### src/core/i2ccfg_params.svh
// Purpose: offsets, field positions, codes and timing for the i2c config port
// Assumes: 125 MHz core clock
// Notes: register offsets are local choices of this block
`ifndef I2CCFG_PARAMS_SVH
`define I2CCFG_PARAMS_SVH

`define I2CCFG_REG_FREQ0 8'h10
`define I2CCFG_REG_FREQ1 8'h11
`define I2CCFG_REG_FREQ2 8'h12
`define I2CCFG_REG_FREQ3 8'h13
`define I2CCFG_REG_CMD 8'h14
`define I2CCFG_REG_MODE 8'h15
`define I2CCFG_REG_STAT 8'h16
`define I2CCFG_REG_INCDIS 8'h17
`define I2CCFG_REG_ODIV 8'h18
`define I2CCFG_PTR_TOP 8'hff

`define I2CCFG_STAT_BUSY 7
`define I2CCFG_STAT_ACTIVE 1
`define I2CCFG_STAT_READY 0

`define I2CCFG_CMD_NOP 8'h00
`define I2CCFG_CMD_STANDBY 8'h01
`define I2CCFG_CMD_ACTIVE 8'h02
`define I2CCFG_CMD_NOP3 8'h03
`define I2CCFG_CMD_RST_SYS 8'h04
`define I2CCFG_CMD_RST_POR 8'h05
`define I2CCFG_CMD_UPD_OFF 8'h08
`define I2CCFG_CMD_UPD_OFF_F 8'h09
`define I2CCFG_CMD_UPD_ON 8'h0a
`define I2CCFG_CMD_UPD_ON_F 8'h0b
`define I2CCFG_CMD_RELOAD 8'h0c

`define I2CCFG_OPT_STANDBY 2'h0
`define I2CCFG_OPT_ACT_OFF 2'h1
`define I2CCFG_OPT_ACT_ON 2'h2

`define I2CCFG_CLK_NS 8
`define I2CCFG_ACCEPT_NS 5000
`define I2CCFG_ACCEPT_CYC (`I2CCFG_ACCEPT_NS / `I2CCFG_CLK_NS)

`endif

### src/core/i2ccfg_pkg.sv
// Purpose: shared types of the i2c config port
// Assumes: nothing
// Notes: constants live in i2ccfg_params.svh
package i2ccfg_pkg;
  typedef enum logic [2:0] {PH_IDLE, PH_ADDR, PH_PTR, PH_WR, PH_RD} i2ccfg_phase_t;
  typedef enum logic {DS_STANDBY, DS_ACTIVE} i2ccfg_dev_t;
  typedef struct packed {
    logic scl;
    logic sda;
    logic rise;
    logic fall;
    logic start;
    logic stop;
  } i2ccfg_line_t;
  typedef struct packed {
    logic we;
    logic [7:0] addr;
    logic [7:0] data;
  } i2ccfg_wr_t;
  typedef struct packed {
    logic standby;
    logic active;
    logic rst_sys;
    logic rst_por;
    logic apply;
    logic refresh;
    logic force_upd;
    logic keep_on;
  } i2ccfg_cmd_t;
endpackage

### src/core/i2ccfg_cmd_exec.sv
// Purpose: system command acceptance, decode and busy tracking
// Assumes: proc_done pulses when an external update finishes
// Notes: a command is accepted the cycle after its write
`timescale 1ns/1ps
`default_nettype none
`include "i2ccfg_params.svh"
module i2ccfg_cmd_exec (
  input wire logic clk,
  input wire logic rst,
  input wire logic cmd_we,
  input wire logic [7:0] cmd_wd,
  input wire logic proc_done,
  output logic [7:0] cmd_pend,
  output logic busy,
  output i2ccfg_pkg::i2ccfg_cmd_t act
);
  import i2ccfg_pkg::*;
  localparam int ACC_MAX = `I2CCFG_ACCEPT_CYC;
  logic [7:0] pend_r;
  logic busy_r, self_r;
  logic accepted, runnable;
  i2ccfg_cmd_t act_r, act_nxt;

  assign accepted = pend_r != 8'h00;
  assign runnable = accepted & ~busy_r;
  assign cmd_pend = pend_r;
  assign busy = busy_r;
  assign act = act_r;

  // a new write wins over the clear of acceptance
  always_ff @(posedge clk or posedge rst) begin
    if (rst) pend_r <= 8'h00;
    else pend_r <= cmd_we ? cmd_wd : 8'h00;
  end

  always_comb begin
    act_nxt = '0;
    if (accepted) begin
      case (pend_r)
        `I2CCFG_CMD_STANDBY: act_nxt.standby = 1'b1;
        `I2CCFG_CMD_ACTIVE: act_nxt.active = 1'b1;
        `I2CCFG_CMD_RST_SYS: act_nxt.rst_sys = 1'b1;
        `I2CCFG_CMD_RST_POR: act_nxt.rst_por = 1'b1;
        `I2CCFG_CMD_UPD_OFF: act_nxt.apply = runnable;
        `I2CCFG_CMD_UPD_OFF_F: begin
          act_nxt.apply = runnable;
          act_nxt.force_upd = runnable;
        end
        `I2CCFG_CMD_UPD_ON: begin
          act_nxt.apply = runnable;
          act_nxt.keep_on = runnable;
        end
        `I2CCFG_CMD_UPD_ON_F: begin
          act_nxt.apply = runnable;
          act_nxt.keep_on = runnable;
          act_nxt.force_upd = runnable;
        end
        `I2CCFG_CMD_RELOAD: act_nxt.refresh = runnable;
        default: act_nxt = '0;
      endcase
    end
  end

  always_ff @(posedge clk or posedge rst) begin
    if (rst) act_r <= '0;
    else act_r <= act_nxt;
  end

  // busy spans processing; refresh finishes by itself in one cycle
  always_ff @(posedge clk or posedge rst) begin
    if (rst) begin
      busy_r <= 1'b0;
      self_r <= 1'b0;
    end else begin
      self_r <= act_nxt.refresh;
      if (act_nxt.apply | act_nxt.refresh) busy_r <= 1'b1;
      else if (busy_r & (proc_done | self_r)) busy_r <= 1'b0;
    end
  end
endmodule // i2ccfg_cmd_exec
`default_nettype wire

### src/core/i2ccfg_line_edge.sv
// Purpose: registers scl/sda and flags edges, start and stop
// Assumes: pins synchronous to clk
// Notes: one cycle of edge latency
`timescale 1ns/1ps
`default_nettype none
module i2ccfg_line_edge (
  input wire logic clk,
  input wire logic rst,
  input wire logic scl_i,
  input wire logic sda_i,
  output i2ccfg_pkg::i2ccfg_line_t line
);
  import i2ccfg_pkg::*;
  logic scl_a_r, scl_b_r, sda_a_r, sda_b_r;

  always_ff @(posedge clk or posedge rst) begin
    if (rst) begin
      scl_a_r <= 1'b1;
      scl_b_r <= 1'b1;
      sda_a_r <= 1'b1;
      sda_b_r <= 1'b1;
    end else begin
      scl_a_r <= scl_i;
      scl_b_r <= scl_a_r;
      sda_a_r <= sda_i;
      sda_b_r <= sda_a_r;
    end
  end

  always_comb begin
    line.scl = scl_a_r;
    line.sda = sda_a_r;
    line.rise = scl_a_r & ~scl_b_r;
    line.fall = ~scl_a_r & scl_b_r;
    line.start = scl_a_r & scl_b_r & ~sda_a_r & sda_b_r;
    line.stop = scl_a_r & scl_b_r & sda_a_r & ~sda_b_r;
  end
endmodule // i2ccfg_line_edge
`default_nettype wire

### src/core/i2ccfg_port.sv
// Purpose: i2c slave register port and command handling of the oscillator
// Assumes: scl/sda synchronous to clk; sda is open drain
// Notes: frequency and mode go live only on an update command or a power-on reset command
`timescale 1ns/1ps
`default_nettype none
`include "i2ccfg_params.svh"
module i2ccfg_port #(
  parameter logic [6:0] SLAVE_ADDR = 7'h55,
  parameter logic [31:0] DEF_FREQ = 32'h4c8583b0,
  parameter logic [7:0] DEF_MODE = 8'h01
) (
  input wire logic clk,
  input wire logic rst,
  input wire logic scl_i,
  input wire logic sda_i,
  output logic sda_o,
  output logic sda_oe,
  input wire logic [1:0] pwr_opt,
  input wire logic update_done,
  output logic [31:0] freq_inuse,
  output logic [7:0] mode_inuse,
  output logic update_req,
  output logic update_force,
  output logic dev_active,
  output logic output_on,
  output logic restart_sys,
  output logic restart_por,
  output logic busy
);
  import i2ccfg_pkg::*;

  i2ccfg_line_t ln;
  i2ccfg_phase_t phase_r;
  i2ccfg_dev_t st_r;
  i2ccfg_wr_t wr_r;
  i2ccfg_cmd_t cmd;
  logic [3:0] bitcnt_r;
  logic [7:0] sh_r, tx_r, ptr_r, rd_data, cmd_pend;
  logic [31:0] freq_r, freq_use_r;
  logic [7:0] mode_r, mode_use_r;
  logic sda_oe_r, incdis_r, odiv_r, init_r, hold_off_r;
  logic upd_req_r, upd_force_r, out_on_r;

  function automatic logic [7:0] ptr_next(input logic [7:0] p,
                                          input logic dis);
    ptr_next = (dis || p == `I2CCFG_PTR_TOP) ? p : p + 8'h01;
  endfunction

  i2ccfg_line_edge u_edge (
    .clk(clk),
    .rst(rst),
    .scl_i(scl_i),
    .sda_i(sda_i),
    .line(ln)
  );

  i2ccfg_cmd_exec u_exec (
    .clk(clk),
    .rst(rst),
    .cmd_we(wr_r.we && wr_r.addr == `I2CCFG_REG_CMD),
    .cmd_wd(wr_r.data),
    .proc_done(update_done),
    .cmd_pend(cmd_pend),
    .busy(busy),
    .act(cmd)
  );

  // sda only pulled low; scl is never driven
  assign sda_o = 1'b0;
  assign sda_oe = sda_oe_r;

  // serial engine: address, pointer, write and read bytes
  always_ff @(posedge clk or posedge rst) begin
    if (rst) begin
      phase_r <= PH_IDLE;
      bitcnt_r <= 4'h0;
      sh_r <= 8'h00;
      tx_r <= 8'h00;
      ptr_r <= 8'h00;
      sda_oe_r <= 1'b0;
      wr_r <= '0;
    end else begin
      wr_r.we <= 1'b0;
      if (ln.start) begin
        phase_r <= PH_ADDR;
        bitcnt_r <= 4'hf; // the start's own scl fall wraps this to 0
        sda_oe_r <= 1'b0;
      end else if (ln.stop) begin
        phase_r <= PH_IDLE;
        sda_oe_r <= 1'b0;
      end else if (phase_r != PH_IDLE) begin
        if (ln.rise && bitcnt_r < 4'h8) begin
          sh_r <= {sh_r[6:0], ln.sda};
        end
        if (ln.rise && bitcnt_r == 4'h8 && phase_r == PH_RD && ln.sda) begin
          phase_r <= PH_IDLE;
        end
        if (ln.fall) begin
          if (bitcnt_r == 4'h7) begin
            bitcnt_r <= 4'h8;
            case (phase_r)
              PH_ADDR: begin
                if (sh_r[7:1] == SLAVE_ADDR) begin
                  sda_oe_r <= 1'b1;
                  phase_r <= sh_r[0] ? PH_RD : PH_PTR;
                end else begin
                  phase_r <= PH_IDLE;
                end
              end
              PH_PTR: begin
                sda_oe_r <= 1'b1;
                ptr_r <= sh_r;
                phase_r <= PH_WR;
              end
              PH_WR: begin
                sda_oe_r <= 1'b1;
                wr_r <= '{1'b1, ptr_r, sh_r};
                ptr_r <= ptr_next(ptr_r, incdis_r);
              end
              default: sda_oe_r <= 1'b0;
            endcase
          end else if (bitcnt_r == 4'h8) begin
            bitcnt_r <= 4'h0;
            if (phase_r == PH_RD) begin
              tx_r <= {rd_data[6:0], 1'b0};
              sda_oe_r <= ~rd_data[7];
              ptr_r <= ptr_next(ptr_r, incdis_r);
            end else begin
              sda_oe_r <= 1'b0;
            end
          end else begin
            bitcnt_r <= bitcnt_r + 4'h1;
            if (phase_r == PH_RD) begin
              sda_oe_r <= ~tx_r[7];
              tx_r <= {tx_r[6:0], 1'b0};
            end
          end
        end
      end
    end
  end

  // read mux; unmapped locations read zero
  always_comb begin
    case (ptr_r)
      `I2CCFG_REG_FREQ0: rd_data = freq_r[31:24];
      `I2CCFG_REG_FREQ1: rd_data = freq_r[23:16];
      `I2CCFG_REG_FREQ2: rd_data = freq_r[15:8];
      `I2CCFG_REG_FREQ3: rd_data = freq_r[7:0];
      `I2CCFG_REG_CMD: rd_data = cmd_pend;
      `I2CCFG_REG_MODE: rd_data = mode_r;
      `I2CCFG_REG_STAT: begin
        rd_data = 8'h00;
        rd_data[`I2CCFG_STAT_BUSY] = busy;
        rd_data[`I2CCFG_STAT_ACTIVE] = init_r && st_r == DS_ACTIVE;
        rd_data[`I2CCFG_STAT_READY] = init_r && st_r == DS_STANDBY;
      end
      `I2CCFG_REG_INCDIS: rd_data = {7'h00, incdis_r};
      `I2CCFG_REG_ODIV: rd_data = {7'h00, odiv_r};
      default: rd_data = 8'h00;
    endcase
  end

  // stored frequency, mode and pointer control
  always_ff @(posedge clk or posedge rst) begin
    if (rst) begin
      freq_r <= DEF_FREQ;
      mode_r <= DEF_MODE;
      incdis_r <= 1'b0;
    end else if (cmd.rst_por) begin
      freq_r <= DEF_FREQ;
      mode_r <= DEF_MODE;
      incdis_r <= 1'b0;
    end else begin
      if (cmd.refresh) begin
        freq_r <= freq_use_r;
        mode_r <= mode_use_r;
      end
      if (wr_r.we) begin
        case (wr_r.addr)
          `I2CCFG_REG_FREQ0: freq_r[31:24] <= wr_r.data;
          `I2CCFG_REG_FREQ1: freq_r[23:16] <= wr_r.data;
          `I2CCFG_REG_FREQ2: freq_r[15:8] <= wr_r.data;
          `I2CCFG_REG_FREQ3: freq_r[7:0] <= wr_r.data;
          `I2CCFG_REG_MODE: mode_r <= wr_r.data;
          `I2CCFG_REG_INCDIS: incdis_r <= wr_r.data[0];
          default: incdis_r <= incdis_r;
        endcase
      end
    end
  end

  // values in use change only on an update command or a power-on reset command
  always_ff @(posedge clk or posedge rst) begin
    if (rst) begin
      freq_use_r <= DEF_FREQ;
      mode_use_r <= DEF_MODE;
      upd_req_r <= 1'b0;
      upd_force_r <= 1'b0;
    end else begin
      upd_req_r <= cmd.apply;
      upd_force_r <= cmd.apply & cmd.force_upd;
      if (cmd.rst_por) begin
        freq_use_r <= DEF_FREQ;
        mode_use_r <= DEF_MODE;
      end else if (cmd.apply) begin
        freq_use_r <= freq_r;
        mode_use_r <= mode_r;
      end
    end
  end

  // power state, strap capture and output enable control
  always_ff @(posedge clk or posedge rst) begin
    if (rst) begin
      init_r <= 1'b0;
      st_r <= DS_STANDBY;
      odiv_r <= 1'b0;
    end else if (!init_r) begin
      init_r <= 1'b1;
      st_r <= (pwr_opt == `I2CCFG_OPT_STANDBY) ? DS_STANDBY : DS_ACTIVE;
      odiv_r <= pwr_opt == `I2CCFG_OPT_ACT_ON;
    end else if (cmd.rst_sys || cmd.rst_por) begin
      init_r <= 1'b0;
    end else begin
      if (cmd.standby) st_r <= DS_STANDBY;
      else if (cmd.active) st_r <= DS_ACTIVE;
      if (wr_r.we && wr_r.addr == `I2CCFG_REG_ODIV) begin
        odiv_r <= wr_r.data[0];
      end
    end
  end

  always_ff @(posedge clk or posedge rst) begin
    if (rst) begin
      hold_off_r <= 1'b0;
      out_on_r <= 1'b0;
    end else begin
      if (cmd.apply) hold_off_r <= ~cmd.keep_on;
      else if (!busy) hold_off_r <= 1'b0;
      out_on_r <= init_r && st_r == DS_ACTIVE && odiv_r &&
                  !(hold_off_r && busy);
    end
  end

  assign freq_inuse = freq_use_r;
  assign mode_inuse = mode_use_r;
  assign update_req = upd_req_r;
  assign update_force = upd_force_r;
  assign dev_active = init_r && st_r == DS_ACTIVE;
  assign output_on = out_on_r;
  assign restart_sys = cmd.rst_sys;
  assign restart_por = cmd.rst_por;
endmodule // i2ccfg_port
`default_nettype wire

### config.mk
export PLATFORM = sky130hd
export DESIGN_NAME = i2ccfg_port
export DESIGN_NICKNAME = d
export VERILOG_FILES = /design/src/core/i2ccfg_pkg.sv /design/src/core/i2ccfg_cmd_exec.sv /design/src/core/i2ccfg_line_edge.sv /design/src/core/i2ccfg_port.sv
export VERILOG_INCLUDE_DIRS = /design/src /design/src/core
export SDC_FILE = /design/constraint.sdc
export NUM_CORES = 1
export LEC_CHECK = 0
export ABC_AREA = 1
export BUFFER_PORTS_ARGS = -buffer_cell sky130_fd_sc_hd__buf_4
export CAP_MARGIN = 20
export CORE_MARGIN = 10
export CORE_UTILIZATION = 54
export DETAILED_ROUTE_END_ITERATION = 16
export GPL_TIMING_DRIVEN = 0
export PLACE_DENSITY = 0.85
export SYNTH_ARGS = -nofsm -noshare
export SYNTH_HDL_FRONTEND = slang
export SYNTH_SLANG_ARGS = --single-unit
### constraint.sdc
create_clock -name clk -period 4.34 [get_ports clk]
set_input_delay 0.434 -clock clk [delete_from_list [all_inputs] [get_ports clk]]
set_output_delay 0.434 -clock clk [all_outputs]
set_load 0.005 [all_outputs]
* Yosys cells after proc, flatten, opt, wreduce, memory -nomap -nowiden *
Cells that the tools add are included.

operators by class
  add/sub/neg operators = 2
  order comparisons = 1
  equality and inequality tests = 42
  reduce and logical (&&, ||, !) cells = 41
  muxes and demuxes = 82
  bitwise operators = 24

operators by type and width
  cell                                            number
  two-way mux 32 bit                              5
  two-way mux 8 bit                               19
  == test 8 x 5 -> 1 bit (second input constant)  17
  two-way mux 17 bit                              6
  one-hot mux 8 bit (9 select lines)              1
  == test 8 x 4 -> 1 bit (second input constant)  5
  two-way mux 1 bit                               34
  two-way mux 3 bit                               8
  two-way mux 4 bit                               6
  == test 8 x 3 -> 1 bit (second input constant)  2
  one-hot mux 8 bit (2 select lines)              1
  nonzero test 2 bit                              8
  inverter 1 bit                                  12
  AND reduction 6 bit                             2
  logical AND 1 bit                               11
  bitwise AND 1 bit                               10
  nonzero test 3 bit                              3
  adder 8 x 1 -> 8 bit (second input constant)    1
  == test 8 x 1 -> 1 bit (second input constant)  1
  == test 8 x 2 -> 1 bit (second input constant)  1
  == test 8 bit (second input constant)           1
  AND reduction 4 bit                             2
  nonzero test 8 bit                              1
  == test 7 bit (second input constant)           1
  other kinds (24)                                34

word-level totals
  register bits after elaboration = 158
  input bits = 7
  logic and storage cells = 227
  output and inout bits = 49

* Depth between registers and ports, before layout *
Gate-level depths: netlist of the first run.

  depth in word-level cells = 12
  depth in mapped cells = 13
  gate-level depth less buffers = 13

* By module *
From an unflattened synthesis of the first run, not the netlist that was laid out.

unflattened totals
  cell total of the unflattened synthesis = 957
  area, all modules = 7851.3 um^2

by module, submodules not included
  module            cells an instance  instances  seq. area each (um^2)  area an instance (um^2)
  i2ccfg_port       868                1          3435.8                 7011.7
  i2ccfg_cmd_exec   71                 1          425.4                  674.4
  i2ccfg_line_edge  18                 1          105.1                  165.2

* Worst setup path before layout of the first run *
No wires, ideal clock.

  kind = reg2reg
  start point = register bitcnt_r[0]
  end point = register ptr_r[6]
  period minus slack after synthesis = 1.629 ns
  buffers on the path = 0
  cell stages (with the launch flop) = 12
  library setup time = 0.117 ns
  setup slack = 2.711 ns
  arrival = 1.512 ns
  data required time = 4.223 ns
  cells stage by stage = dfrtp_1 > inv_1 > ha_1 > nand3_2 > nor2_2 > nor2_1 > nor3_4 > inv_2 > a21oi_2 > nand2_1 > o21ai_1 > inv_1

between the ends
  cells in the longest elaborated chain, start to end = 3
  elaborated cells between the ends (all ways) = 7
  those cells by class = 3 x eq/ne; 1 x mux; 3 x reduce/logical

ends and longest elaborated chain
  item                                                                            line                                   RTL
  from (decl)                                                                     i2ccfg_port.sv:37                      logic [3:0] bitcnt_r;
  from (signal assigned)                                                          i2ccfg_port.sv:132                     bitcnt_r <= bitcnt_r + 4'h1;
  == test 4 x 3 -> 1 bit or == test 4 bit (tied branches)                         i2ccfg_port.sv:99, i2ccfg_port.sv:122
  inequality test 3 x 1 -> 1 bit (no line) or nonzero test 2 bit (tied branches)  -
  AND reduction 7 bit (no line)                                                   -
  to (signal assigned)                                                            i2ccfg_port.sv:112                     ptr_r <= sh_r;
  to (signal assigned)                                                            i2ccfg_port.sv:118                     ptr_r <= ptr_next(ptr_r, incdis_r);
  to (signal assigned)                                                            i2ccfg_port.sv:127                     ptr_r <= ptr_next(ptr_r, incdis_r);
  to (decl)                                                                       i2ccfg_port.sv:38                      logic [7:0] sh_r, tx_r, ptr_r, rd_data, cmd_pend;

Parallel ways exist; a longest one is shown, timed or not.
A chain may end at the register's enable or synchronous reset.

* Worst setup path after layout of the first run *
  start point = register ptr_r[0]
  end point = register tx_r[4]

between the ends
  cells in the longest elaborated chain, start to end = 4
  elaborated cells between the ends (all ways) = 12
  those cells by class = 9 x eq/ne; 3 x mux

ends and longest elaborated chain
  item                                    line                RTL
  == test 8 x 5 -> 1 bit                  i2ccfg_port.sv:145  case (ptr_r)
  one-hot mux 8 bit (9 select lines) (*)  i2ccfg_port.sv:145
  two-way mux 8 bit (*)                   i2ccfg_port.sv:124  if (phase_r == PH_RD) begin
  two-way mux 8 bit (*)                   i2ccfg_port.sv:122  end else if (bitcnt_r == 4'h8) begin
  to (signal assigned)                    i2ccfg_port.sv:125  tx_r <= {rd_data[6:0], 1'b0};
  to (signal assigned)                    i2ccfg_port.sv:135  tx_r <= {tx_r[6:0], 1'b0};
  to (decl)                               i2ccfg_port.sv:38

Every way passes the cells marked *; elsewhere a longest branch is shown, timed or not. The select of a mux whose other input is x is not followed.

==> flow_metrics.tcl, run 1 <==
set metrics [dict create \
    status "finished clean" \
    fmax_mhz 447 \
    ys_seq_elements 157 \
    worstSetupEndpointType "register" \
    synthArstFlopShare 1.00 \
    drt-pass1-iter-count 6 \
    worstSetupEndpoint "tx_r[4]" \
    drtIter0Drc 791 \
    rows 43 \
    combPwrFrac 0.138 \
    die-width_microns 138 \
    peakVddDrop_mv 0.285 \
    p_int_uw 2580 \
    yosysTopAreaCell "dfrtp_1" \
    cts_max_level 4 \
    relSlewSlack 0.351 \
    cts_resized 0 \
    p_clk_frac 0.411 \
    synth_nets 931 \
    via_per_inst 5.84 \
    antenna_found_initial 0 \
    fin_nets 1008 \
    critPathMaxFanout 6 \
    tritoncts.num_buffers 17 \
    hold_ws_ns 0.0211 \
    postRouteAntennaNets 0 \
    rsz0062_at_grt "false" \
    clk_pin_slew_ns 0.06 \
    antennaDiodeCount 0 \
    seq_power_share 0.451 \
    grt_pass1_wl_microns 34100 \
    cts-root-buf "clkbuf_16" \
    clock_sinks 157 \
    wl_microns 21200 \
    yosys_warnings 0 \
    critPathArrivalTime_ns 2.56 \
    fin_crit_sh 0.516 \
    grt_max_degree 47 \
    synth_cells 918 \
    startpoint_type "register" \
    grt_pass1_vias 6750 \
    hold_violations 0 \
    seq_area_frac_synth 0.525 \
    r2r_cells 10 \
    gp_congestion 0.968 \
    io_pins 56 \
    r2r-start "ptr_r[0]" \
    fin_skew_ns 0.00926 \
    power_uw 3620 \
    synth_area_sq_um 7560 \
    ys_top_cells_by_area "dfrtp_1 42%, dfstp_2 10%, nand2_1 8.7%" \
    synthToLayoutAreaGrowth_pct 17.2 \
    syn_avg_cell_area_sq_um 8.23 \
    via_count 6934 \
    synthDistinctLibCells 45 \
    drv_slew 0 \
    start_util 0.549 \
    rrSetupSlack_ns 2.10 \
    rr_endpoint "tx_r[4]" \
    p_per_area_nw_per_um2 409 \
    tns_ns 0 \
    maxCapViolations 0 \
    fp.dieH_microns 138 \
    sw_frac_of_total 0.289 \
    cts_tree "done" \
    synth_ff_type "dfrtp_1" \
    startpoint "ptr_r[0]" \
    drc 0 \
    tightest_slew_ns 0.966 \
    synth_edf_count 0 \
    yosysMostFrequentCell "nand2_1" \
    crit_required_ns 4.66 \
    grt_overflow 0 \
    post-cts-setup-buffers 0 \
    hp-class "in -> async" \
    wl_per_cell_microns 17.8 \
    cts_max_path_buffers 2 \
    p_leak_uw 0.00411 \
    grt_usage 0.218 \
    dp_hpwl_microns 15200 \
    cts_hold_buf 0 \
    die_area_sq_um 19100 \
    fin_crit_ns 2.24 \
    insertion_delay_ns 0.44 \
    setup_viol 0 \
    worstSetupPathType "reg -> reg" \
    switching_power_uw 1040 \
    port_buffers 54 \
    synth_top_area_share 0.421 \
    ys_top_cells_by_count "175 x nand2_1, 127 x dfrtp_1, 122 x o21ai_0" \
    layout-drive-gt1-share 0.173 \
    n_fill_cell 1126 \
    core-area_sq_um 13800 \
]
-- stage by stage --
step	area, sq um	instances	worst slack (ns)	util
global placement	8190	1152	1.05	0.595
global route	8860	1188	1.99	0.643
CTS	8860	1188	2.30	0.643
finish	8860	1188	2.10	0.643
floorplan	7560	918	1.94	-
detailed placement	8280	1156	2.31	0.601
-- metal layers --
layer	part of all wire	track usage
met1	0.37	0.249
met2	0.47	0.355
met3	0.091	0.0548
met4	0.063	0.147
met5	0	0
-- layout by cell type (no fill, tap or decap), types with 13 or more instances in the layout --
master	n
nand2_1	175
dfrtp_1	127
o21ai_0	122
inv_1	108
nor2_1	83
a21oi_1	72
buf_4	55
nand3_1	36
dfstp_2	30
clkbuf_1	22
inv_2	17
clkbuf_16	17
o211ai_1	16
o21ai_1	13
-- power by group through the flow --
stage               clock [uW]  sequential (uW)  combinational [uW]
floorplan                    0             1630                 365
finish                    1490             1630                 499
global placement             0             1650                 452
CTS                       1490             1630                 493
detailed placement           0             1650                 480
global route              1550             1640                 569
-- layout make-up --
cell class | count | area, sq um | share of cell area
buffer | 29 | 128 | 0.0144
clock buffer | 22 | 464 | 0.0524
clock inverter | 10 | 115 | 0.0130
inverter | 126 | 477 | 0.0538
multi-input combinational | 606 | 2990 | 0.337
sequential | 157 | 3970 | 0.448
tap | 180 | 225 | 0.0254
timing repair buffer | 58 | 493 | 0.0557
-- cell families (layout without fill, tap and decap cells) --
kind of cell	count (synthesis)	after routing	synth area share
XOR/XNOR	2	2	0.00232
AO/OA/AOI/OAI	246	246	0.174
adder cells (fa/ha/maj)	6	6	0.00994
AND/OR/NAND/NOR	351	351	0.208
flip-flops	157	157	0.525
other	1	1	0.000496
buffers and inverters	155	245	0.0795
-- state kept, by name, summed over array words and instances (netlist names), 3 cells and up --
signal	flops
mode_inuse	8
freq_r	32
u_exec.cmd_pend	8
phase_r	3
bitcnt_r	4
freq_inuse	32
tx_r	7
wr_r	17
sh_r	8
ptr_r	8
mode_r	8
u_exec.act	8
-- critical path, cell delays in order (launching register included) --
cell and delay (ns):
dfrtp_1 0.46, inv_1 0.17, ha_1 0.25, inv_1 0.08, nor2_1 0.09, nand2_2 0.16, o21ai_1 0.08, a21oi_1 0.42
o211ai_1 0.23, nand3_1 0.12, nand2_1 0.06
-- worst min path at each step --
stage	to	slack, ns
6_report	ptr_r[6]	0.02
3_5_place_dp	u_edge.scl_b_r	0.38
3_3_place_gp	u_edge.scl_b_r	0.38
4_1_cts	ptr_r[6]	0.03
5_1_grt	ptr_r[6]	0.04
2_1_floorplan	u_edge.scl_b_r	0.37
Note: power is estimated with default switching activity, not from simulation.
==> run 2, diff against run 1 <==
--- a/config.mk
+++ b/config.mk
@@ -6,14 +6,14 @@
 export SDC_FILE = /design/constraint.sdc
 export NUM_CORES = 1
 export LEC_CHECK = 0
-export ABC_AREA = 1
+export ABC_AREA = 0
 export BUFFER_PORTS_ARGS = -buffer_cell sky130_fd_sc_hd__buf_4
 export CAP_MARGIN = 20
 export CORE_MARGIN = 10
 export CORE_UTILIZATION = 54
 export DETAILED_ROUTE_END_ITERATION = 16
 export GPL_TIMING_DRIVEN = 0
-export PLACE_DENSITY = 0.85
+export PLACE_DENSITY = 0.84
 export SYNTH_ARGS = -nofsm -noshare
 export SYNTH_HDL_FRONTEND = slang
 export SYNTH_SLANG_ARGS = --single-unit
==> constraint.sdc (replaced) <==
create_clock -name clk -period 1.9 [get_ports clk]
set_input_delay 0.19 -clock clk [delete_from_list [all_inputs] [get_ports clk]]
set_output_delay 0.19 -clock clk [all_outputs]
set_load 0.005 [all_outputs]
==> run 2 against run 1 <==
Largest cell class unchanged. Cell count decreased by 16%. Critical endpoint is now sda_oe. Design area increased by 8.1%. Sequential share of layout area shrank 3.3 points. Synthesized cell count fell by 24%. The run now ends with negative setup slack left. Clock-buffer cell count is 1 lower. Non-clock buffer count grew 48.
==> flow_metrics.tcl, run 2 <==
set metrics [dict create \
    synthToLayoutAreaGrowth_pct 24.0 \
    drtIter0Drc 762 \
    via_per_inst 6.38 \
    fmax_mhz 486 \
    via_count 6385 \
    die-width_microns 140 \
    core-area_sq_um 13900 \
    grt_usage 0.222 \
    grt_pass1_vias 6324 \
    synth_area_sq_um 7720 \
    p_leak_uw 0.00454 \
    clk_pin_slew_ns 0.06 \
    seq_area_frac_synth 0.514 \
    tightest_slew_ns 0.763 \
    cts_max_path_buffers 2 \
    start_util 0.554 \
    postRouteAntennaNets 0 \
    drc 0 \
    design_area_sq_um 9570 \
    synth_edf_count 0 \
    ys_top_cells_by_count "127 x dfrtp_1, 74 x nor2_1, 73 x mux2i_1" \
    placedInstanceArea_sq_um 8430 \
    multi_input_area_sq_um 3670 \
    hp-class "in -> reg" \
    relSlewSlack 0.488 \
    worstSetupEndpointType "register" \
    insertion_delay_ns 0.44 \
    synthDistinctLibCells 72 \
    yosys_warnings 0 \
    fin_ws_ns -0.157 \
    cts_tree "done" \
    fin_skew_ns 0.0106 \
    drt-pass1-iter-count 7 \
    grt_max_degree 47 \
    synth_top_area_share 0.412 \
    ys_top_cells_by_area "dfrtp_1 41%, dfstp_2 10%, mux2i_1 9.5%" \
    yosysMostFrequentCell "dfrtp_1" \
    layout_commonest_cell "dfrtp_1" \
    rows 43 \
    critPathArrivalTime_ns 2.35 \
    critPathMaxFanout 4 \
    wl_microns 22600 \
    fin_crit_sh 1.08 \
    gp_congestion 0.896 \
    drv_slew 0 \
    synthArstFlopShare 1.00 \
    grt_pass1_wl_microns 35000 \
    startpoint_type "register" \
    setup_viol 35 \
    seq_area_sq_um 3970 \
    peakVddDrop_mv 0.682 \
    yosysTopAreaCell "dfrtp_1" \
    grt_overflow 0 \
    n_fill_cell 975 \
    fin_crit_ns 2.06 \
    antenna_found_initial 0 \
    final_cell_mix "123 x dfrtp_1, 82 x buf_4, 74 x nor2_1, 73 x mux2i_1, 30 x dfstp_2" \
    cts_max_level 4 \
    crit_required_ns 2.20 \
    syn_avg_cell_area_sq_um 11.0 \
    layout-drive-gt1-share 0.307 \
    p_per_area_nw_per_um2 836 \
    cts-root-buf "clkbuf_16" \
    fp.dieH_microns 140 \
    synth_cells 702 \
    rsz0062_at_grt "true" \
    synth_ff_type "dfrtp_1" \
    synth_nets 715 \
    ys_seq_elements 157 \
    wl_per_cell_microns 22.6 \
    power_uw 8010 \
    die_area_sq_um 19500 \
    clock_sinks 157 \
    status "complete, but fails checks" \
    dp_hpwl_microns 14700 \
    fin_nets 820 \
    maxCapViolations 0 \
    port_buffers 54 \
    worstSetupPathType "reg -> reg" \
    failed_checks "negative setup slack" \
    hold_violations 0 \
    io_pins 56 \
    tritoncts.num_buffers 17 \
]
[run 2: cell count changes after synthesis, moves of 18 or more]
| cell | previous run | this run |
|---|---|---|
| nand2_1 | 175 | 24 |
| o21ai_0 | 122 | 7 |
| inv_1 | 109 | 17 |
| mux2i_1 | 0 | 73 |
| a21oi_1 | 72 | 8 |
| a211oi_1 | 0 | 27 |
| nand3_1 | 36 | 13 |
| mux2_2 | 0 | 19 |
| a22oi_1 | 1 | 19 |
[run 2: area by class of cell]
type                    instances  area share
diodes                          1    0.000261
plain buffers                  44      0.0276
clock buffers                  21      0.0491
clock inverters                11      0.0136
inverters                      17     0.00706
multi-input cells             478       0.384
flip-flops and latches        157       0.415
well taps                     180      0.0235
repair buffers                 91      0.0797
repair inverters                1    0.000523
[run 2: routing by layer]
| metal | vias to the layer above | global-route usage | share of wire |
|---|---|---|---|
| met5 | - | 0 | 0 |
| met4 | 0 | 0.0842 | 0.024 |
| met3 | 58 | 0.0660 | 0.094 |
| met2 | 348 | 0.341 | 0.47 |
| met1 | 3202 | 0.291 | 0.41 |
| li1 | 2777 | - | - |
[run 2: timing repair]
| action | CTS | global route |
|---|---|---|
| setup endpoints to repair | 115 | 105 |
| buffers inserted | 19 | 10 |
| gates cloned | 0 | 2 |
| hold endpoints to repair | 33 | 0 |
| resized for setup | 42 | 47 |
| pin swaps | 8 | 11 |
| hold buffers | 4 | 0 |
[run 2: kinds of logic (layout without fill, tap and decap cells)]
kind of cell | Yosys count | count (layout) | synth area share
AND/OR/NAND/NOR | 212 | 212 | 0.147
flip-flops | 157 | 157 | 0.514
AO/OA/AOI/OAI | 149 | 149 | 0.145
multiplexers | 109 | 109 | 0.147
buffers and inverters | 67 | 185 | 0.0350
adder cells (fa/ha/maj) | 6 | 6 | 0.00973
other | 1 | 2 | 0.000486
XOR/XNOR | 1 | 1 | 0.00113
[run 2: report_power, final]
| part | internal (uW) | switching (uW) |
|---|---|---|
| Sequential | 3490 | 227 |
| Clock | 2050 | 1430 |
| Combinational | 411 | 399 |
| Total | 5950 | 2050 |
[run 2: metrics by stage]
step	setup slack, ns	instances	TNS [ns]	hold slack [ns]	utilization
2_1_floorplan	-0.252	702	-32.05	0.194	-
3_3_place_gp	-1.11	936	-160.98	0.298	0.601
3_5_place_dp	-0.491	939	-16.55	0.300	0.605
4_1_cts	-0.0902	990	-0.419	0.0161	0.670
5_1_grt	-0.184	1000	-3.81	0.0582	0.687
6_report	-0.157	1001	-1.78	0.0263	0.687
[run 2: critical path, cell delays in order (launching register included)]
cell and delay [ns]:
dfrtp_1 0.44, inv_1 0.09, ha_2 0.18, nand3b_1 0.12, clkbuf_8 0.18, buf_6 0.11, a311o_1 0.38, o211ai_1 0.27
o41ai_2 0.14
[run 2: final timing paths]
check / slack [ns] / startpoint / to / depth (start not counted)
max: -0.16 / bitcnt_r[1] / sda_oe / 8
min: 0.03 / pwr_opt[1] / st_r / 3
max reg2reg: -0.16 / bitcnt_r[1] / sda_oe / 8
min reg2reg: 0.42 / u_edge.sda_a_r / u_edge.sda_b_r / 0
max in group asynchronous: 0.39 / rst / freq_inuse[15] / 6
min in group asynchronous: 0.35 / rst / freq_inuse[31] / 3
==> run 3, diff against run 2 <==
--- a/config.mk
+++ b/config.mk
@@ -11,6 +11,7 @@
 export CAP_MARGIN = 20
 export CORE_MARGIN = 10
 export CORE_UTILIZATION = 54
+export CTS_BUF_LIST = sky130_fd_sc_hd__clkbuf_2
 export DETAILED_ROUTE_END_ITERATION = 16
 export GPL_TIMING_DRIVEN = 0
 export PLACE_DENSITY = 0.84
==> run 3 against run 2 <==
The run still ends with negative setup slack left. Clock skew rose by 0.024 ns. Clock-buffer cell count fell by 3. Worst setup slack improved by 0.058 ns. Largest cell class unchanged. Wire length fell by 6.0%. Worst hold slack improved by 0.036 ns. Clock power fell by 47%.
==> flow_metrics.tcl, run 3 (synthesized netlist as in run 2, its figures left out) <==
set metrics [dict create \
    crit_chain "inv_1 > ha_2 > nand3b_1 > clkbuf_8 > buf_4 > nor4_4 > a21boi_4 > o41ai_2" \
    io_pins 56 \
    clk_pin_slew_ns 0.24 \
    p_leak_uw 0.00435 \
    worstSetupPathType "reg -> reg" \
    fin_nets 821 \
    antennaDiodeCount 0 \
    rrSetupSlack_ns -0.1 \
    met2_usage 0.327 \
    cpPeakStageDelay_ns 0.47 \
    placedInstanceArea_sq_um 8430 \
    tightest_slew_ns 0.767 \
    post-place-cells 939 \
    synthToLayoutAreaGrowth_pct 18.3 \
    grt_pass1_vias 6218 \
    final_util 0.655 \
    setup_viol 7 \
    failed_checks "negative setup slack" \
    dp_hpwl_microns 14700 \
    peakVddDrop_mv 0.500 \
    grt_max_degree 47 \
    path_delay_family "simple AND/OR/NAND/NOR gates" \
    layout_commonest_cell "dfrtp_1" \
    fin_ws_ns -0.0989 \
    use_met1 0.289 \
    design_area_sq_um 9130 \
    r2r_cells 8 \
    startpoint_type "register" \
    wl_per_cell_microns 21.2 \
    maxCapViolations 0 \
    met3_usage 0.0585 \
    fp.dieH_microns 140 \
    status "complete, but fails checks" \
    busiest_layer "met2" \
    fin_skew_ns 0.0350 \
    layout-drive-gt1-share 0.292 \
    wl_microns 21300 \
    worstSetupEndpointType "register" \
    drt-pass1-iter-count 6 \
    via_count 6290 \
    rsz0062_at_grt "true" \
    p_per_area_nw_per_um2 692 \
    fin_cells 1001 \
    slowest_stage "dfrtp_1" \
    sw_frac_of_total 0.289 \
    fin_crit_sh 1.05 \
    cts_max_level 4 \
    drc 0 \
    critical_path_buf_inv_count 3 \
    hp-class "in -> async" \
    drv_slew 0 \
    rows 43 \
    final_cell_mix "119 x dfrtp_1, 88 x buf_4, 74 x nor2_1, 73 x mux2i_1, 30 x dfstp_2" \
    cts_tree "done" \
    r2r-start "bitcnt_r[1]" \
    fin_crit_ns 2.00 \
    port_buffers 54 \
    relSlewSlack 0.487 \
    grt_overflow 0 \
    crit_required_ns 2.53 \
    switching_power_uw 1820 \
    cts-root-buf "clkbuf_2" \
    critPathMaxFanout 4 \
    p_int_uw 4500 \
    via_per_inst 6.28 \
    grt_usage 0.213 \
    cts_max_path_buffers 2 \
    seq_power_share 0.585 \
    gp_congestion 0.896 \
    critPathArrivalTime_ns 2.63 \
    drtIter0Drc 685 \
    p_clk_frac 0.294 \
    core-area_sq_um 13900 \
    rr_endpoint "sda_oe" \
    clock_sinks 157 \
    die_area_sq_um 19500 \
    hold_violations 0 \
    insertion_delay_ns 0.75 \
    grt_pass1_wl_microns 34000 \
    fmax_mhz 500 \
    combPwrFrac 0.121 \
    hold_ws_ns 0.0625 \
    start_util 0.554 \
    antenna_found_initial 0 \
    die-width_microns 140 \
    tritoncts.num_buffers 17 \
    postRouteAntennaNets 0 \
    power_uw 6320 \
]
## run 3: cell types whose count changed in the layout (fill, tap and decap cells not counted), moves of 4 or more
cell	delta
mux2_1	+9
dfrtp_2	+4
buf_4	+6
nand2_1	+6
buf_6	-5
clkbuf_2	+21
nand2_2	-6
dfrtp_1	-4
mux2_4	-9
clkbuf_16	-18
## run 3: worst max path at each step
stage / start / end / slack, ns / cells past startpoint
final: bitcnt_r[1] / sda_oe / -0.1 / 8
after global routing: bitcnt_r[1] / sda_oe / -0.15 / 8
after CTS: bitcnt_r[1] / tx_r[5] / -0.06 / 7
after detailed placement: u_edge.scl_b_r / wr_r[0] / -0.49 / 4
after global placement: rst / odiv_r / -1.11 / 2
after floorplan: rst / bitcnt_r[0] / -0.25 / 1
## run 3: final cells by class
cell class                 count  area [sq um]
fill                        1056          4810
sequential                   157          3980
clock inverter                14           141
buffer                        43           241
clock buffer                  18          90.1
timing repair buffer          94           758
inverter                      17          67.6
multi-input combinational    478          3630
tap                          180           225
## run 3: timing repair
| action | CTS | global route |
|---|---|---|
| cloned | 0 | 0 |
| gates resized for setup | 44 | 33 |
| hold buffers | 6 | 0 |
| buffers inserted | 24 | 7 |
| pin swaps | 14 | 2 |
| hold endpoints to repair | 62 | 0 |
| setup endpoints to repair | 116 | 74 |
## run 3: metal layers
| layer | vias to the layer above | routed length [microns] | part of all wire |
|---|---|---|---|
| li1 | 2789 | - | - |
| met1 | 3121 | 9210 | 0.43 |
| met2 | 324 | 9640 | 0.45 |
| met3 | 56 | 1950 | 0.092 |
| met4 | 0 | 471 | 0.022 |
| met5 | - | 0 | 0 |
## run 3: stage by stage
step	setup slack, ns	TNS, ns
finish	-0.0989	-0.332
global route	-0.151	-1.04
CTS	-0.0571	-0.223
detailed placement	-0.491	-16.55
global placement	-1.11	-160.98
floorplan	-0.252	-32.05
## run 3: power by group through the flow
stage	Clock, uW	Combinational, uW	Sequential [uW]
finish	1860	767	3700
global route	2010	835	3730
CTS	1870	738	3680
detailed placement	0	601	3730
global placement	0	555	3720
floorplan	0	440	3660
## run 3: worst register-to-register path: stages (launching register included)
cell and delay [ns]:
dfrtp_1 0.47, inv_1 0.09, ha_2 0.18, nand3b_1 0.11
clkbuf_8 0.17, buf_4 0.14, nor4_4 0.38, a21boi_4 0.28
o41ai_2 0.08
